### config.mk
export PLATFORM = sky130hd
export DESIGN_NAME = csw_clock_switch
export DESIGN_NICKNAME = d
export VERILOG_FILES = /design/src/design/csw_pkg.sv /design/src/design/csw_clock_switch.sv /design/src/design/csw_pin_sync.sv
export SDC_FILE = /design/constraint.sdc
export NUM_CORES = 1
export LEC_CHECK = 0
export BUFFER_PORTS_ARGS = -buffer_cell sky130_fd_sc_hd__buf_2
export CAP_MARGIN = 20
export CORE_MARGIN = 10
export CORE_UTILIZATION = 40
export CTS_BUF_LIST = sky130_fd_sc_hd__clkbuf_2 sky130_fd_sc_hd__clkbuf_4 sky130_fd_sc_hd__clkbuf_8
export DETAILED_ROUTE_END_ITERATION = 8
export HOLD_SLACK_MARGIN = 0.1
export PLACE_DENSITY_LB_ADDON = 0.08
export SETUP_SLACK_MARGIN = 0.5
export SYNTH_ARGS = -nofsm -noshare
export SYNTH_HDL_FRONTEND = slang
export SYNTH_SLANG_ARGS = --single-unit
### constraint.sdc
create_clock -name CORE_CLK_I -period 15.55 [get_ports CORE_CLK_I]
set_clock_uncertainty 0.1 [all_clocks]
set_input_delay 1.555 -clock CORE_CLK_I [delete_from_list [all_inputs] [get_ports CORE_CLK_I]]
set_output_delay 1.555 -clock CORE_CLK_I [all_outputs]
set_load 0.05 [all_outputs]
### src/design/csw_pkg.sv
// clock source switch: shared constants, field layouts and types
// assumes a 250 MHz core clock and an 8-bit-wide register view
package csw_pkg;

   // ==========================================================
   // timing
   localparam int unsigned CSW_CORE_KHZ = 250000;
   localparam int unsigned CSW_FREQ_KHZ [4] = '{4000, 8000, 12800, 25600};
   localparam int unsigned CSW_TRIM_SHIFT = 9;
   localparam logic [1:0]  CSW_EDGES_NEEDED = 2'h2;

   // ==========================================================
   // register offsets (byte addresses)
   localparam logic [7:0] CSW_CTRL_OFS = 8'h00;
   localparam logic [7:0] CSW_TRIM_OFS = 8'h04;
   localparam logic [7:0] CSW_PULL_OFS = 8'h08;

   // ==========================================================
   // field positions and reset values
   localparam int unsigned CSW_ENG_BIT     = 7;
   localparam int unsigned CSW_COUT_EN_BIT = 7;
   localparam logic [6:0]  CSW_CTRL_RST    = 7'h00;
   localparam logic [7:0]  CSW_TRIM_RST    = 8'h00;
   localparam logic [7:0]  CSW_PULL_RST    = 8'h00;

   // ==========================================================
   // source encodings
   localparam logic [1:0] CSW_SRC_INT  = 2'h0;
   localparam logic [1:0] CSW_SRC_EXT  = 2'h1;
   localparam logic [1:0] CSW_SRC_RC   = 2'h2;
   localparam logic [1:0] CSW_SRC_XTAL = 2'h3;

   // ==========================================================
   // types
   typedef struct packed {
      logic       req;
      logic [1:0] ifrq;
      logic [1:0] xrng;
      logic [1:0] src;
   } csw_ctrl_t;

   typedef struct packed {
      logic src_clk;
      logic half_clk;
      logic bus_clk;
      logic src_tick;
      logic half_tick;
      logic bus_tick;
   } csw_clk_t;

   typedef enum logic [1:0] {
      CSW_ST_INT,
      CSW_ST_WAIT,
      CSW_ST_EXT
   } csw_state_t;

endpackage

### src/design/csw_clock_switch.sv
// clock source switch: internal oscillator model, source select,
// two-edge handover, rate dividers, clock-out pin control, wishbone
// assumes a 250 MHz core clock; oscillator clocks appear as edges
`timescale 1ns/1ps
`default_nettype none
// Functional notes
// - bus clock is source divided by four
// - four internal rates, 4 MHz after reset
// - source rate clock equals selected source
// - half rate clock is source halved
// - stop disables oscillators unless kept running
// - signed trim, larger value longer period
// - external source enables input, crystal output
// - two external rising edges before switching
// - set engaged first, then stop internal
// - clearing selection returns to internal rate
// - direct clock forces pin enable off
// - crystal owns output pin, enable ignored
// - internal source drives clock on pin when enabled
// - rc source pin general unless enabled
// - pin enable lives in pull register
// - source select encoding, resets internal
// - internal rate select encoding, resets 4 MHz
// - engaged reads one while external drives
// - request cleared by reset, monitor ignores
module csw_clock_switch
   import csw_pkg::*;
#(
   parameter int unsigned ACC_W = 24
) (
   // clock and reset
   input  wire logic        CORE_CLK_I,
   input  wire logic        RST_B_I,
   // wishbone slave
   input  wire logic        WB_CYC_I,
   input  wire logic        WB_STB_I,
   input  wire logic        WB_WE_I,
   input  wire logic [7:0]  WB_ADR_I,
   input  wire logic [3:0]  WB_SEL_I,
   input  wire logic [31:0] WB_DAT_I,
   output var  logic [31:0] WB_DAT_O,
   output var  logic        WB_ACK_O,
   // system integration unit
   input  wire logic        STOP_OSC_EN_I,
   input  wire logic        OSC_KEEP_IN_STOP_I,
   input  wire logic        MONITOR_BYPASS_I,
   // pins
   input  wire logic        CLK_IN_PIN_I,
   output var  logic        CLK_IN_EN_O,
   output var  logic        CLK_OUT_PIN_O,
   output var  logic        CLK_OUT_PIN_OE_O,
   output var  logic        CLK_OUT_OWNED_O,
   // oscillator controls
   output var  logic        INT_OSC_RUN_O,
   output var  logic        EXT_OSC_RUN_O,
   output var  logic        XTAL_AMP_EN_O,
   output var  logic [1:0]  XTAL_RANGE_O,
   output var  logic [7:0]  TRIM_O,
   output var  logic [6:0]  PULL_EN_O,
   // derived clocks
   output var  csw_clk_t    CLKS_O
);

   // ==========================================================
   // elaboration check
   if (ACC_W < 20 || ACC_W > 28) begin : g_bad_acc
      $error("accumulator width must be 20 to 28");
   end

   function automatic logic [31:0] base_inc(input int unsigned khz);
      longint unsigned v;
      v = (64'd2 * 64'(khz) * (64'd1 << ACC_W)) / 64'(CSW_CORE_KHZ);
      return v[31:0];
   endfunction

   // ==========================================================
   // state
   csw_ctrl_t         ctrl_q;
   logic [7:0]        trim_q;
   logic [7:0]        pull_q;
   csw_state_t        st_q;
   logic [1:0]        ecnt_q;
   logic              eng_q;
   logic [ACC_W-1:0]  acc_q;
   logic [31:0]       inc_q;
   logic signed [31:0] inc_d;
   logic [ACC_W:0]    acc_sum;
   logic              int_lvl_q;
   logic              int_run_q;
   logic [1:0]        div_q;
   logic              pin_lvl;
   logic              pin_rise;
   logic              src_lvl;
   logic              src_rise;
   logic              int_rise;
   logic              osc_ok;
   logic              wb_req;
   logic              wb_wr;
   logic [1:0]        tick_cnt_q;

   assign wb_req = WB_CYC_I && WB_STB_I && !WB_ACK_O;
   assign wb_wr  = wb_req && WB_WE_I && WB_SEL_I[0];

   // ==========================================================
   // pin synchroniser
   csw_pin_sync u_pin_sync (
      .clk_i   (CORE_CLK_I),
      .rst_b_i (RST_B_I),
      .pin_i   (CLK_IN_PIN_I),
      .level_o (pin_lvl),
      .rise_o  (pin_rise)
   );

   // ==========================================================
   // wishbone registers
   // source select resets internal
   always_ff @(posedge CORE_CLK_I or negedge RST_B_I) begin
      if (!RST_B_I) begin
         ctrl_q <= csw_ctrl_t'(CSW_CTRL_RST);
      end else if (wb_wr && WB_ADR_I == CSW_CTRL_OFS) begin
         ctrl_q <= csw_ctrl_t'(WB_DAT_I[6:0]);
      end
   end

   always_ff @(posedge CORE_CLK_I or negedge RST_B_I) begin
      if (!RST_B_I) begin
         trim_q <= CSW_TRIM_RST;
      end else if (wb_wr && WB_ADR_I == CSW_TRIM_OFS) begin
         trim_q <= WB_DAT_I[7:0];
      end
   end

   always_ff @(posedge CORE_CLK_I or negedge RST_B_I) begin
      if (!RST_B_I) begin
         pull_q <= CSW_PULL_RST;
      end else begin
         if (wb_wr && WB_ADR_I == CSW_PULL_OFS) begin
            pull_q <= WB_DAT_I[7:0];
         end
         if (ctrl_q.src == CSW_SRC_EXT) begin
            pull_q[CSW_COUT_EN_BIT] <= 1'b0;
         end
      end
   end

   always_ff @(posedge CORE_CLK_I or negedge RST_B_I) begin
      if (!RST_B_I) begin
         WB_ACK_O <= 1'b0;
         WB_DAT_O <= 32'h0;
      end else begin
         WB_ACK_O <= wb_req;
         WB_DAT_O <= 32'h0;
         if (wb_req && !WB_WE_I) begin
            case (WB_ADR_I)
               CSW_CTRL_OFS: WB_DAT_O <= {24'h0, eng_q, ctrl_q};
               CSW_TRIM_OFS: WB_DAT_O <= {24'h0, trim_q};
               CSW_PULL_OFS: WB_DAT_O <= {24'h0, pull_q};
               default:      WB_DAT_O <= 32'h0;
            endcase
         end
      end
   end

   // ==========================================================
   // internal oscillator model
   // four nominal rates
   always_comb begin
      inc_d = $signed(base_inc(CSW_FREQ_KHZ[ctrl_q.ifrq]));
      inc_d = inc_d - ((inc_d * $signed({{24{trim_q[7]}}, trim_q}))
                       >>> CSW_TRIM_SHIFT);
   end

   assign acc_sum  = {1'b0, acc_q} + inc_q[ACC_W:0];
   assign int_rise = int_run_q && acc_sum[ACC_W] && !int_lvl_q;

   always_ff @(posedge CORE_CLK_I or negedge RST_B_I) begin
      if (!RST_B_I) begin
         inc_q     <= 32'h0;
         acc_q     <= '0;
         int_lvl_q <= 1'b0;
      end else begin
         inc_q <= inc_d;
         if (int_run_q) begin
            acc_q <= acc_sum[ACC_W-1:0];
            if (acc_sum[ACC_W]) begin
               int_lvl_q <= !int_lvl_q;
            end
         end
      end
   end

   // ==========================================================
   // oscillator enables
   // stop unless kept running
   assign osc_ok = STOP_OSC_EN_I || OSC_KEEP_IN_STOP_I;

   always_ff @(posedge CORE_CLK_I or negedge RST_B_I) begin
      if (!RST_B_I) begin
         int_run_q     <= 1'b0;
         EXT_OSC_RUN_O <= 1'b0;
         XTAL_AMP_EN_O <= 1'b0;
         CLK_IN_EN_O   <= 1'b0;
      end else begin
         int_run_q     <= osc_ok && st_q != CSW_ST_EXT;
         EXT_OSC_RUN_O <= osc_ok && ctrl_q.src[1];
         XTAL_AMP_EN_O <= osc_ok && ctrl_q.src == CSW_SRC_XTAL;
         CLK_IN_EN_O   <= ctrl_q.src != CSW_SRC_INT;
      end
   end

   assign INT_OSC_RUN_O = int_run_q;
   assign XTAL_RANGE_O  = ctrl_q.xrng;
   assign TRIM_O        = trim_q;
   assign PULL_EN_O     = pull_q[6:0];

   // ==========================================================
   // switch sequencer
   always_ff @(posedge CORE_CLK_I or negedge RST_B_I) begin
      if (!RST_B_I) begin
         st_q   <= CSW_ST_INT;
         ecnt_q <= 2'h0;
         eng_q  <= 1'b0;
      end else begin
         case (st_q)
            CSW_ST_INT: begin
               ecnt_q <= 2'h0;
               if (ctrl_q.req && ctrl_q.src != CSW_SRC_INT
                   && !MONITOR_BYPASS_I) begin
                  st_q <= CSW_ST_WAIT;
               end
            end
            CSW_ST_WAIT: begin
               if (!ctrl_q.req || ctrl_q.src == CSW_SRC_INT) begin
                  st_q <= CSW_ST_INT;
               end else if (pin_rise) begin
                  ecnt_q <= ecnt_q + 2'h1;
                  if (ecnt_q == CSW_EDGES_NEEDED - 2'h1) begin
                     st_q  <= CSW_ST_EXT;
                     eng_q <= 1'b1;
                  end
               end
            end
            CSW_ST_EXT: begin
               if (!ctrl_q.req || ctrl_q.src == CSW_SRC_INT) begin
                  st_q  <= CSW_ST_INT;
                  eng_q <= 1'b0;
               end
            end
            default: begin
               st_q  <= CSW_ST_INT;
               eng_q <= 1'b0;
            end
         endcase
      end
   end

   // ==========================================================
   // source mux and dividers
   // source rate follows selection
   assign src_lvl  = eng_q ? pin_lvl : int_lvl_q;
   assign src_rise = eng_q ? pin_rise : int_rise;

   always_ff @(posedge CORE_CLK_I or negedge RST_B_I) begin
      if (!RST_B_I) begin
         div_q  <= 2'h0;
         CLKS_O <= '0;
      end else begin
         if (src_rise) begin
            div_q <= div_q + 2'h1;
         end
         CLKS_O.src_clk   <= src_lvl;
         CLKS_O.half_clk  <= div_q[0];
         CLKS_O.bus_clk   <= div_q[1];
         CLKS_O.src_tick  <= src_rise;
         CLKS_O.half_tick <= src_rise && div_q[0];
         CLKS_O.bus_tick  <= src_rise && div_q == 2'h3;
      end
   end

   // ==========================================================
   // clock-out pin
   always_ff @(posedge CORE_CLK_I or negedge RST_B_I) begin
      if (!RST_B_I) begin
         CLK_OUT_PIN_O    <= 1'b0;
         CLK_OUT_PIN_OE_O <= 1'b0;
         CLK_OUT_OWNED_O  <= 1'b0;
      end else begin
         case (ctrl_q.src)
            CSW_SRC_EXT: begin
               CLK_OUT_PIN_O    <= 1'b0;
               CLK_OUT_PIN_OE_O <= 1'b0;
               CLK_OUT_OWNED_O  <= 1'b0;
            end
            CSW_SRC_XTAL: begin
               CLK_OUT_PIN_O    <= !pin_lvl;
               CLK_OUT_PIN_OE_O <= 1'b1;
               CLK_OUT_OWNED_O  <= 1'b1;
            end
            default: begin
               CLK_OUT_PIN_O    <= pull_q[CSW_COUT_EN_BIT] && src_lvl;
               CLK_OUT_PIN_OE_O <= pull_q[CSW_COUT_EN_BIT];
               CLK_OUT_OWNED_O  <= pull_q[CSW_COUT_EN_BIT];
            end
         endcase
      end
   end

   // ==========================================================
   // checks
   always_ff @(posedge CORE_CLK_I or negedge RST_B_I) begin
      if (!RST_B_I) begin
         tick_cnt_q <= 2'h0;
      end else if (CLKS_O.src_tick) begin
         tick_cnt_q <= CLKS_O.bus_tick ? 2'h0 : tick_cnt_q + 2'h1;
      end
   end

   a_bus_quarter: assert property (
      @(posedge CORE_CLK_I) disable iff (!RST_B_I)
      CLKS_O.bus_tick |-> CLKS_O.src_tick && tick_cnt_q == 2'h3)
      else $error("bus tick not on fourth source edge");

   a_half_rate: assert property (
      @(posedge CORE_CLK_I) disable iff (!RST_B_I)
      CLKS_O.bus_tick |-> CLKS_O.half_tick)
      else $error("bus tick without half tick");

   a_stop_osc_off: assert property (
      @(posedge CORE_CLK_I) disable iff (!RST_B_I)
      !STOP_OSC_EN_I && !OSC_KEEP_IN_STOP_I
      |=> !INT_OSC_RUN_O && !EXT_OSC_RUN_O)
      else $error("oscillator left running in stop");

   a_clk_in_enable: assert property (
      @(posedge CORE_CLK_I) disable iff (!RST_B_I)
      ctrl_q.src != CSW_SRC_INT |=> CLK_IN_EN_O)
      else $error("clock input not enabled");

   a_two_edges: assert property (
      @(posedge CORE_CLK_I) disable iff (!RST_B_I)
      $rose(eng_q) |-> $past(pin_rise) && $past(ecnt_q) == 2'h1)
      else $error("engaged before second edge");

   a_engage_order: assert property (
      @(posedge CORE_CLK_I) disable iff (!RST_B_I)
      $rose(eng_q) && $past(osc_ok) |-> INT_OSC_RUN_O ##1 !INT_OSC_RUN_O)
      else $error("internal stopped out of order");

   a_return_int: assert property (
      @(posedge CORE_CLK_I) disable iff (!RST_B_I)
      st_q == CSW_ST_EXT && !ctrl_q.req && osc_ok && STOP_OSC_EN_I
      |=> !eng_q ##1 INT_OSC_RUN_O)
      else $error("no return to internal source");

   a_ext_pin_free: assert property (
      @(posedge CORE_CLK_I) disable iff (!RST_B_I)
      ctrl_q.src == CSW_SRC_EXT |=> !CLK_OUT_PIN_OE_O
      && !pull_q[CSW_COUT_EN_BIT])
      else $error("pin driven with direct clock");

   a_xtal_pin_own: assert property (
      @(posedge CORE_CLK_I) disable iff (!RST_B_I)
      ctrl_q.src == CSW_SRC_XTAL |=> CLK_OUT_PIN_OE_O
      && CLK_OUT_PIN_O == !$past(pin_lvl))
      else $error("crystal pin not amplifier output");

   a_int_clk_out: assert property (
      @(posedge CORE_CLK_I) disable iff (!RST_B_I)
      ctrl_q.src == CSW_SRC_INT && pull_q[CSW_COUT_EN_BIT]
      |=> CLK_OUT_PIN_OE_O && CLK_OUT_PIN_O == $past(src_lvl))
      else $error("source clock not on pin");

   a_rc_pin_gpio: assert property (
      @(posedge CORE_CLK_I) disable iff (!RST_B_I)
      ctrl_q.src == CSW_SRC_RC && !pull_q[CSW_COUT_EN_BIT]
      |=> !CLK_OUT_PIN_OE_O && !CLK_OUT_OWNED_O)
      else $error("rc pin taken without enable");

   a_monitor_ignore: assert property (
      @(posedge CORE_CLK_I) disable iff (!RST_B_I)
      st_q == CSW_ST_INT && MONITOR_BYPASS_I |=> st_q == CSW_ST_INT)
      else $error("request honoured in monitor mode");

   a_no_edge_stay: assert property (
      @(posedge CORE_CLK_I) disable iff (!RST_B_I)
      st_q == CSW_ST_WAIT && !pin_rise |=> !eng_q)
      else $error("engaged without external edge");

   a_engaged_state: assert property (
      @(posedge CORE_CLK_I) disable iff (!RST_B_I)
      eng_q == (st_q == CSW_ST_EXT))
      else $error("engaged flag disagrees with state");

endmodule // csw_clock_switch
`default_nettype wire

### src/design/csw_pin_sync.sv
// three-flop pin synchroniser with agreement filter and rise pulse
// assumes an asynchronous pin and the core clock domain
`timescale 1ns/1ps
`default_nettype none
module csw_pin_sync (
   // clock and reset
   input  wire logic clk_i,
   input  wire logic rst_b_i,
   // pin and result
   input  wire logic pin_i,
   output var  logic level_o,
   output var  logic rise_o
);
   logic s1_q;
   logic s2_q;
   logic s3_q;

   // ==========================================================
   // synchroniser chain
   always_ff @(posedge clk_i or negedge rst_b_i) begin
      if (!rst_b_i) begin
         s1_q <= 1'b0;
         s2_q <= 1'b0;
         s3_q <= 1'b0;
      end else begin
         s1_q <= pin_i;
         s2_q <= s1_q;
         s3_q <= s2_q;
      end
   end

   // ==========================================================
   // level accepted once second and third agree
   always_ff @(posedge clk_i or negedge rst_b_i) begin
      if (!rst_b_i) begin
         level_o <= 1'b0;
         rise_o  <= 1'b0;
      end else begin
         rise_o <= (s2_q == s3_q) && s3_q && !level_o;
         if (s2_q == s3_q) begin
            level_o <= s3_q;
         end
      end
   end
endmodule // csw_pin_sync
`default_nettype wire

After elaboration in Yosys (flattened, before gate mapping)
Index checks and enable logic that the tools add are counted.
Storage, ports and cells
  input bits: 53
  bits in registers: 130
  output and inout bits: 63
Operators by class
  order comparisons: 1
  muxes and demuxes: 25
  multiply operators: 1
  div/mod/pow operators: 1
  reductions and logical operators: 38
  bitwise gates (word level): 2
  equal/unequal tests: 17
  add/subtract/negate cells: 4
Operators by type and width (number)
  32-bit two-way mux: 3
  32-bit binary-select mux with 2-bit select: 1
  57-bit by 18-bit divider with 64-bit output (second input constant): 1
  32-bit by 8-bit multiplier with 32-bit output: 1
  24-bit by 25-bit adder with 25-bit output: 1
  25-bit by 23-bit subtractor with 25-bit output: 1
  8-bit one-hot mux with 3 select lines: 1
  1-bit logical AND: 20
  2-bit two-way mux: 7
  2-bit != test (second input constant): 5
  8-bit by 3-bit == test with 1-bit output (second input constant): 1
  8-bit by 4-bit == test with 1-bit output (second input constant): 1
  8-bit logical NOT: 1
  8-bit two-way mux: 1
  1-bit two-way mux: 7
  2-bit by 1-bit == test with 1-bit output (second input constant): 3
  2-bit == test (second input constant): 3
  1-bit logical NOT: 6
  2-bit one-hot mux with 3 select lines: 1
  2-bit nonzero test: 3
  5-bit AND reduction: 1
  2-bit by 1-bit adder with 2-bit output (second input constant): 2
  2-bit logical NOT: 2
  1-bit one-hot mux with 2 select lines: 2
  13 further kinds: 14

Logic depth before layout (Yosys ltp)
  word-level depth: 7
  mapped depth: 61
  gate-level depth less buffers: 55

By module
A second synthesis with hierarchy kept.
Second synthesis, totals
  cell total of the unflattened synthesis: 1757
  area total of the unflattened synthesis: 14960.6 um^2
Modules (own cells, without submodules)
  csw_clock_switch: cells an instance 1749, sequential area each 2527.4 um^2, area each 14801.7 um^2, instances 1
  csw_pin_sync: cells an instance 8, sequential area each 125.1 um^2, area each 158.9 um^2, instances 1

Worst setup path before layout
OpenSTA, ideal clock, no wires.
  path kind: register to register
  start point: register ctrl_q[5] (netlist bit)
  end point: register inc_q[23]
  slack: 2.866 ns
  stages on the path, launching flop included: 60
  data required time: 15.370 ns
  library setup time: 0.080 ns
  data arrival time: 12.504 ns
  clock period less this slack: 12.684 ns
  cells stage by stage: dfrtp_1 -> inv_1 -> ha_1 -> buf_2 -> inv_1 -> clkbuf_1 -> ha_1 -> mux2_4 -> a2111o_1 -> a31oi_4 -> nand3_2 -> a21oi_1 -> mux2i_1 -> nand3b_4 -> or4_1 -> buf_2 -> inv_2 -> buf_6 -> (+24 left out) -> a21oi_1 -> nor2b_1 -> o21ai_0 -> nand2b_1 -> a21oi_1 -> xor2_1 -> ha_1 -> nand3_1 -> a21oi_1 -> nor3_1 -> o31ai_1 -> nor4_1 -> nor3_1 -> a41oi_1 -> a211o_1 -> o21ai_0 -> xor2_1 -> xnor2_1
On the way
  word-level cells in the longest chain between the ends: 7
RTL lines
  from (decl): RTL line csw_clock_switch.sv:78  | csw_ctrl_t ctrl_q;
  from (signal assigned): RTL line csw_clock_switch.sv:119  | ctrl_q <= csw_ctrl_t'(CSW_CTRL_RST);
  from (signal assigned): RTL line csw_clock_switch.sv:121  | ctrl_q <= csw_ctrl_t'(WB_DAT_I[6:0]);
  2-bit inverter with 3-bit output (implied by the code) (*): RTL line csw_clock_switch.sv:168  | inc_d = $signed(base_inc(CSW_FREQ_KHZ[ctrl_q.ifrq]));
  32-bit binary-select mux with 2-bit select (*): RTL line csw_clock_switch.sv:168
  32-bit two-way mux (implied by the code) (*) (2 in series): RTL line csw_clock_switch.sv:168
  57-bit by 18-bit divider with 64-bit output (*): RTL line csw_clock_switch.sv:72  | v = (64'd2 * 64'(khz) * (64'd1 << ACC_W)) / 64'(CSW_CORE_KHZ);
  32-bit by 8-bit multiplier with 32-bit output: RTL line csw_clock_switch.sv:169  | inc_d = inc_d - ((inc_d * $signed({{24{trim_q[7]}}, trim_q}))
  25-bit by 23-bit subtractor with 25-bit output (*): RTL line csw_clock_switch.sv:169
  via inc_d[23]: RTL line csw_clock_switch.sv:86  | logic signed [31:0] inc_d;
  to (signal assigned): RTL line csw_clock_switch.sv:182  | inc_q <= inc_d;
  to (decl): RTL line csw_clock_switch.sv:85  | logic [31:0] inc_q;
Mark *: on every way through the listed nets, which the timed path passes. The rest lies on a longest branch. The select of a mux whose other input is x is not followed.
A chain may end at the register's enable or synchronous reset.

Worst setup path in the final report
Same ends and word-level chain as after synthesis.

==> summary by stage <==
Outcome
The run finished with clean final reports.

GRT
For this run the aggregate overflow at the end of global routing stands at 0. The number of global-route vias before repair is between 10k and 15k. The first global-routing pass estimated slightly below 70 mm of wire. The global routing usage summed across all routing layers is 0.191. The number of antenna violations at the first check in global routing is 1. Entering global routing, the biggest net connects a little under 70 pins.

Power
The completed layout was analyzed and its total power is roughly 1.1 mW. VDD sags by at most 0.0000495 V. The power density over the cells is approximately 72 nW/um^2. The static leakage is just under 8 nW.

Finish
The top cell types in the final layout, fill and taps aside, are sky130_fd_sc_hd__inv_1 (221), sky130_fd_sc_hd__nand2_1 (171), sky130_fd_sc_hd__nor2_1 (167), sky130_fd_sc_hd__ha_1 (148), sky130_fd_sc_hd__fa_1 (127). The post-layout net count is 2081. The layout cell share with drive strength beyond 1 is 0.117. The signed area change from the synthesized netlist to the final layout is 5.73%. The repair_antennas step left the layout with diodes totalling 0.

Leaving out fill and tap cells, the most frequent cell in the layout is sky130_fd_sc_hd__inv_1.

Flow run
Max-cap violations in this run came to 0.

Worst setup path
The library cell contributing the largest single delay on the critical path is sky130_fd_sc_hd__dfrtp_1. The endpoint identified for the worst register-to-register timing path is inc_q[23]. The critical path is of the reg2reg type. The category of the worst setup path launch point is a flip-flop.

The library cell appearing most often on the critical path is sky130_fd_sc_hd__ha_1. The arrival time of data at the critical path endpoint is 14.34 ns. Data on the critical path is required at its endpoint by 15.77 ns. Across all register-to-register paths, the minimum setup slack is 1.43 ns. The startpoint of the worst register-to-register path is ctrl_q[5].

The critical-path maximum fanout is 13. STA classifies the critical path endpoint as a flip-flop. The critical path's largest stage delay is 0.62 ns. The worst register-to-register path has a depth of 56.

Placed design
Once detailed placement completed, the half-perimeter wirelength came to 34.4 mm. The number of I/O port buffers is 64. The placer congestion estimate is just under 0.9.

Timing
Measured against its own limit, the worst slew margin works out to 0.361. The final clock period utilization by the worst path is 0.908. The hold violation total from the final report is 0. The minimum clock period is approximately 14 ns.

Setup violations remaining at the end of the flow were counted as 0. The transition time of the tightest slew-check pin is approximately 0.96 ns. After routing, the total negative slack on setup checks comes to 0 ns. Setup repair after global routing left no endpoint under its margin. The maximum frequency from static timing analysis is slightly above 70 MHz. The count of final max-slew check failures was 0.

Synthesis
Of all flip-flops after synthesis, the portion carrying an async set or reset was 1.00. The number of warnings reported in the yosys synthesis log is 0. The dominant register cell in the synthesized netlist is sky130_fd_sc_hd__dfrtp_1. The gate count after technology mapping is ~1.7k. The netlist area before placement is 14800 sq um.

The number of different library cells used by synthesis comes to 105. In this run, synthesis inferred 0 flip-flops with an integrated enable. For this run, the register share of the synthesized area comes to 0.179.

Averaged over all synthesized cells, the footprint is 8.59 sq um. The synthesized design contains 106 register bits.

Clock network
The sink count of the clock tree is between 100 and 150. TritonCTS built the clock tree. The cell sitting at the root of the clock tree is a sky130_fd_sc_hd__clkbuf_8. The number of CTS-inserted buffers is 9. The clock-pin slew reported for the worst setup and hold paths after clock tree synthesis is 0.11 ns.

The later pin in the worst-skew pair is clocked with a latency of 0.40 ns. The depth of the CTS H-tree is 3. The post-CTS setup-driven buffer insertion count is 0.

The maximum root-to-sink buffer count is 2.

Route
The via-per-instance ratio is 5.44. The first detailed-routing pass took 6 iterations. After detailed routing, the average wire length per cell comes to about 19 um. In the routed design, unresolved DRC markers number 0. For this block, the initial DRC count from the detailed router was just over 800. The final antenna-violating net count is 0. Detailed routing inserted a total of around 12k vias. The aggregate routed wire length is roughly 43 mm.

Worst hold path
The class of the worst hold path is reg2reg. The path with the worst hold slack has its endpoint at u_pin_sync.s2_q. The worst hold path startpoint is u_pin_sync.s1_q. The depth of the worst hold-timing path is 0.

Floorplanning
The core region is around 37000 sq um. The horizontal die dimension is around 210 um. roughly 120 I/O pins were placed. The count of standard-cell rows is 70. The vertical die dimension is around 210 um. For this configuration, the core starts out at a cell density of 0.404. The die area is roughly 45000 sq um.
what timing repair did:
item | in CTS | in global routing
hold buffers | 0 | 0
endpoints found under the setup margin | 0 | 1
endpoints found under the hold margin | 0 | 0
resized for setup | 0 | 1
Yosys cell counts (all sizes together) (7+ instances only):
master | instances | share of area
nand2 | 172 | 0.044
inv | 224 | 0.057
and2 | 15 | 0.0063
buf | 56 | 0.026
a211o | 8 | 0.0047
a222oi | 8 | 0.0054
or2 | 12 | 0.0051
mux2i | 9 | 0.0061
o21a | 10 | 0.0051
or3 | 11 | 0.0050
nor2 | 169 | 0.044
o211ai | 14 | 0.0074
o21ai | 57 | 0.020
o22ai | 7 | 0.0030
and3 | 17 | 0.0072
ha | 148 | 0.13
dfrtp | 106 | 0.18
xor2 | 29 | 0.017
nand3 | 47 | 0.018
mux2 | 44 | 0.034
o31ai | 15 | 0.0098
nand2b | 11 | 0.0046
a21o | 17 | 0.0086
xnor2 | 54 | 0.032
nor2b | 16 | 0.0068
nor3 | 44 | 0.016
nor4 | 10 | 0.0051
o2111ai | 9 | 0.0053
clkbuf | 40 | 0.010
o21bai | 9 | 0.0046
fa | 127 | 0.17
a31oi | 17 | 0.0082
o31a | 9 | 0.0053
a21oi | 72 | 0.025
a211oi | 19 | 0.011
metal layers:
layer,routed length [um],vias up,GRT usage
li1,-,5857,-
met1,20700,5922,0.273
met2,19000,292,0.297
met3,2350,30,0.0325
met4,446,2,0.0308
met5,17,-,0
how the worst max path moves through the flow:
stage          startpoint   endpoint  slack [ns]  depth (start not counted)
6_report        ctrl_q[5]  inc_q[23]        1.43                         56
3_5_place_dp    ctrl_q[5]  inc_q[23]        1.46                         56
4_1_cts         ctrl_q[5]  inc_q[23]        1.43                         56
3_3_place_gp    ctrl_q[5]  inc_q[23]        1.54                         56
5_1_grt         ctrl_q[5]  inc_q[23]        0.58                         56
2_1_floorplan   ctrl_q[5]  inc_q[23]        2.87                         59
power by group:
part | internal, mW | switching, mW | total [mW]
logic | 0.254 | 0.339 | 0.593
clock network | 0.0614 | 0.106 | 0.167
registers | 0.337 | 0.0329 | 0.370
total | 0.652 | 0.478 | 1.13
cells by family (layout without fill, tap and decap cells):
logic type | count (synthesis) | count (layout) | synth area share
other cells | 1 | 24 | 0.000253
fa+ha+maj | 275 | 275 | 0.297
mux | 53 | 53 | 0.0401
xor+xnor | 83 | 83 | 0.0491
flops | 106 | 106 | 0.179
buf+inv | 324 | 335 | 0.0940
compound gates | 321 | 321 | 0.154
simple gates | 561 | 561 | 0.187
cell type report:
class	instances	area [sq um]
clock inverter	7	60.1
tap	468	586
inverter	228	858
multi-input combinational	1317	10900
sequential	106	2650
timing repair buffer	91	526
clock buffer	9	124
fill	3713	21000
metrics by stage:
stage	setup slack, ns	hold WS [ns]	instances	utilization	instance area (sq um)
after floorplan	2.87	0.231	1747	-	14900
after global placement	1.54	0.232	2210	0.423	15500
after detailed placement	1.46	0.249	2210	0.423	15500
after CTS	1.43	0.273	2226	0.428	15700
after global routing	0.584	0.280	2226	0.428	15700
final	1.43	0.269	2226	0.428	15700
flip-flops by register name, indices dropped and copies added, names as in the netlist, 2 cells and up:
register and flops:
inc_q 25, acc_q 24, TRIM_O 8, WB_DAT_O 8, pull_q 8, CLKS_O 6
ctrl_q 5, XTAL_RANGE_O 2, div_q 2, ecnt_q 2, st_q 2
critical path: cells and delay by family, from the launching register on:
kind	cells	cell delay (ns)
fa+ha+maj	9	3.26
flops	1	0.62
mux	3	0.72
xor+xnor	3	0.58
compound gates	18	4.55
simple gates	16	3.04
buf+inv	7	1.17
Note: power is estimated with default switching activity, not from simulation.
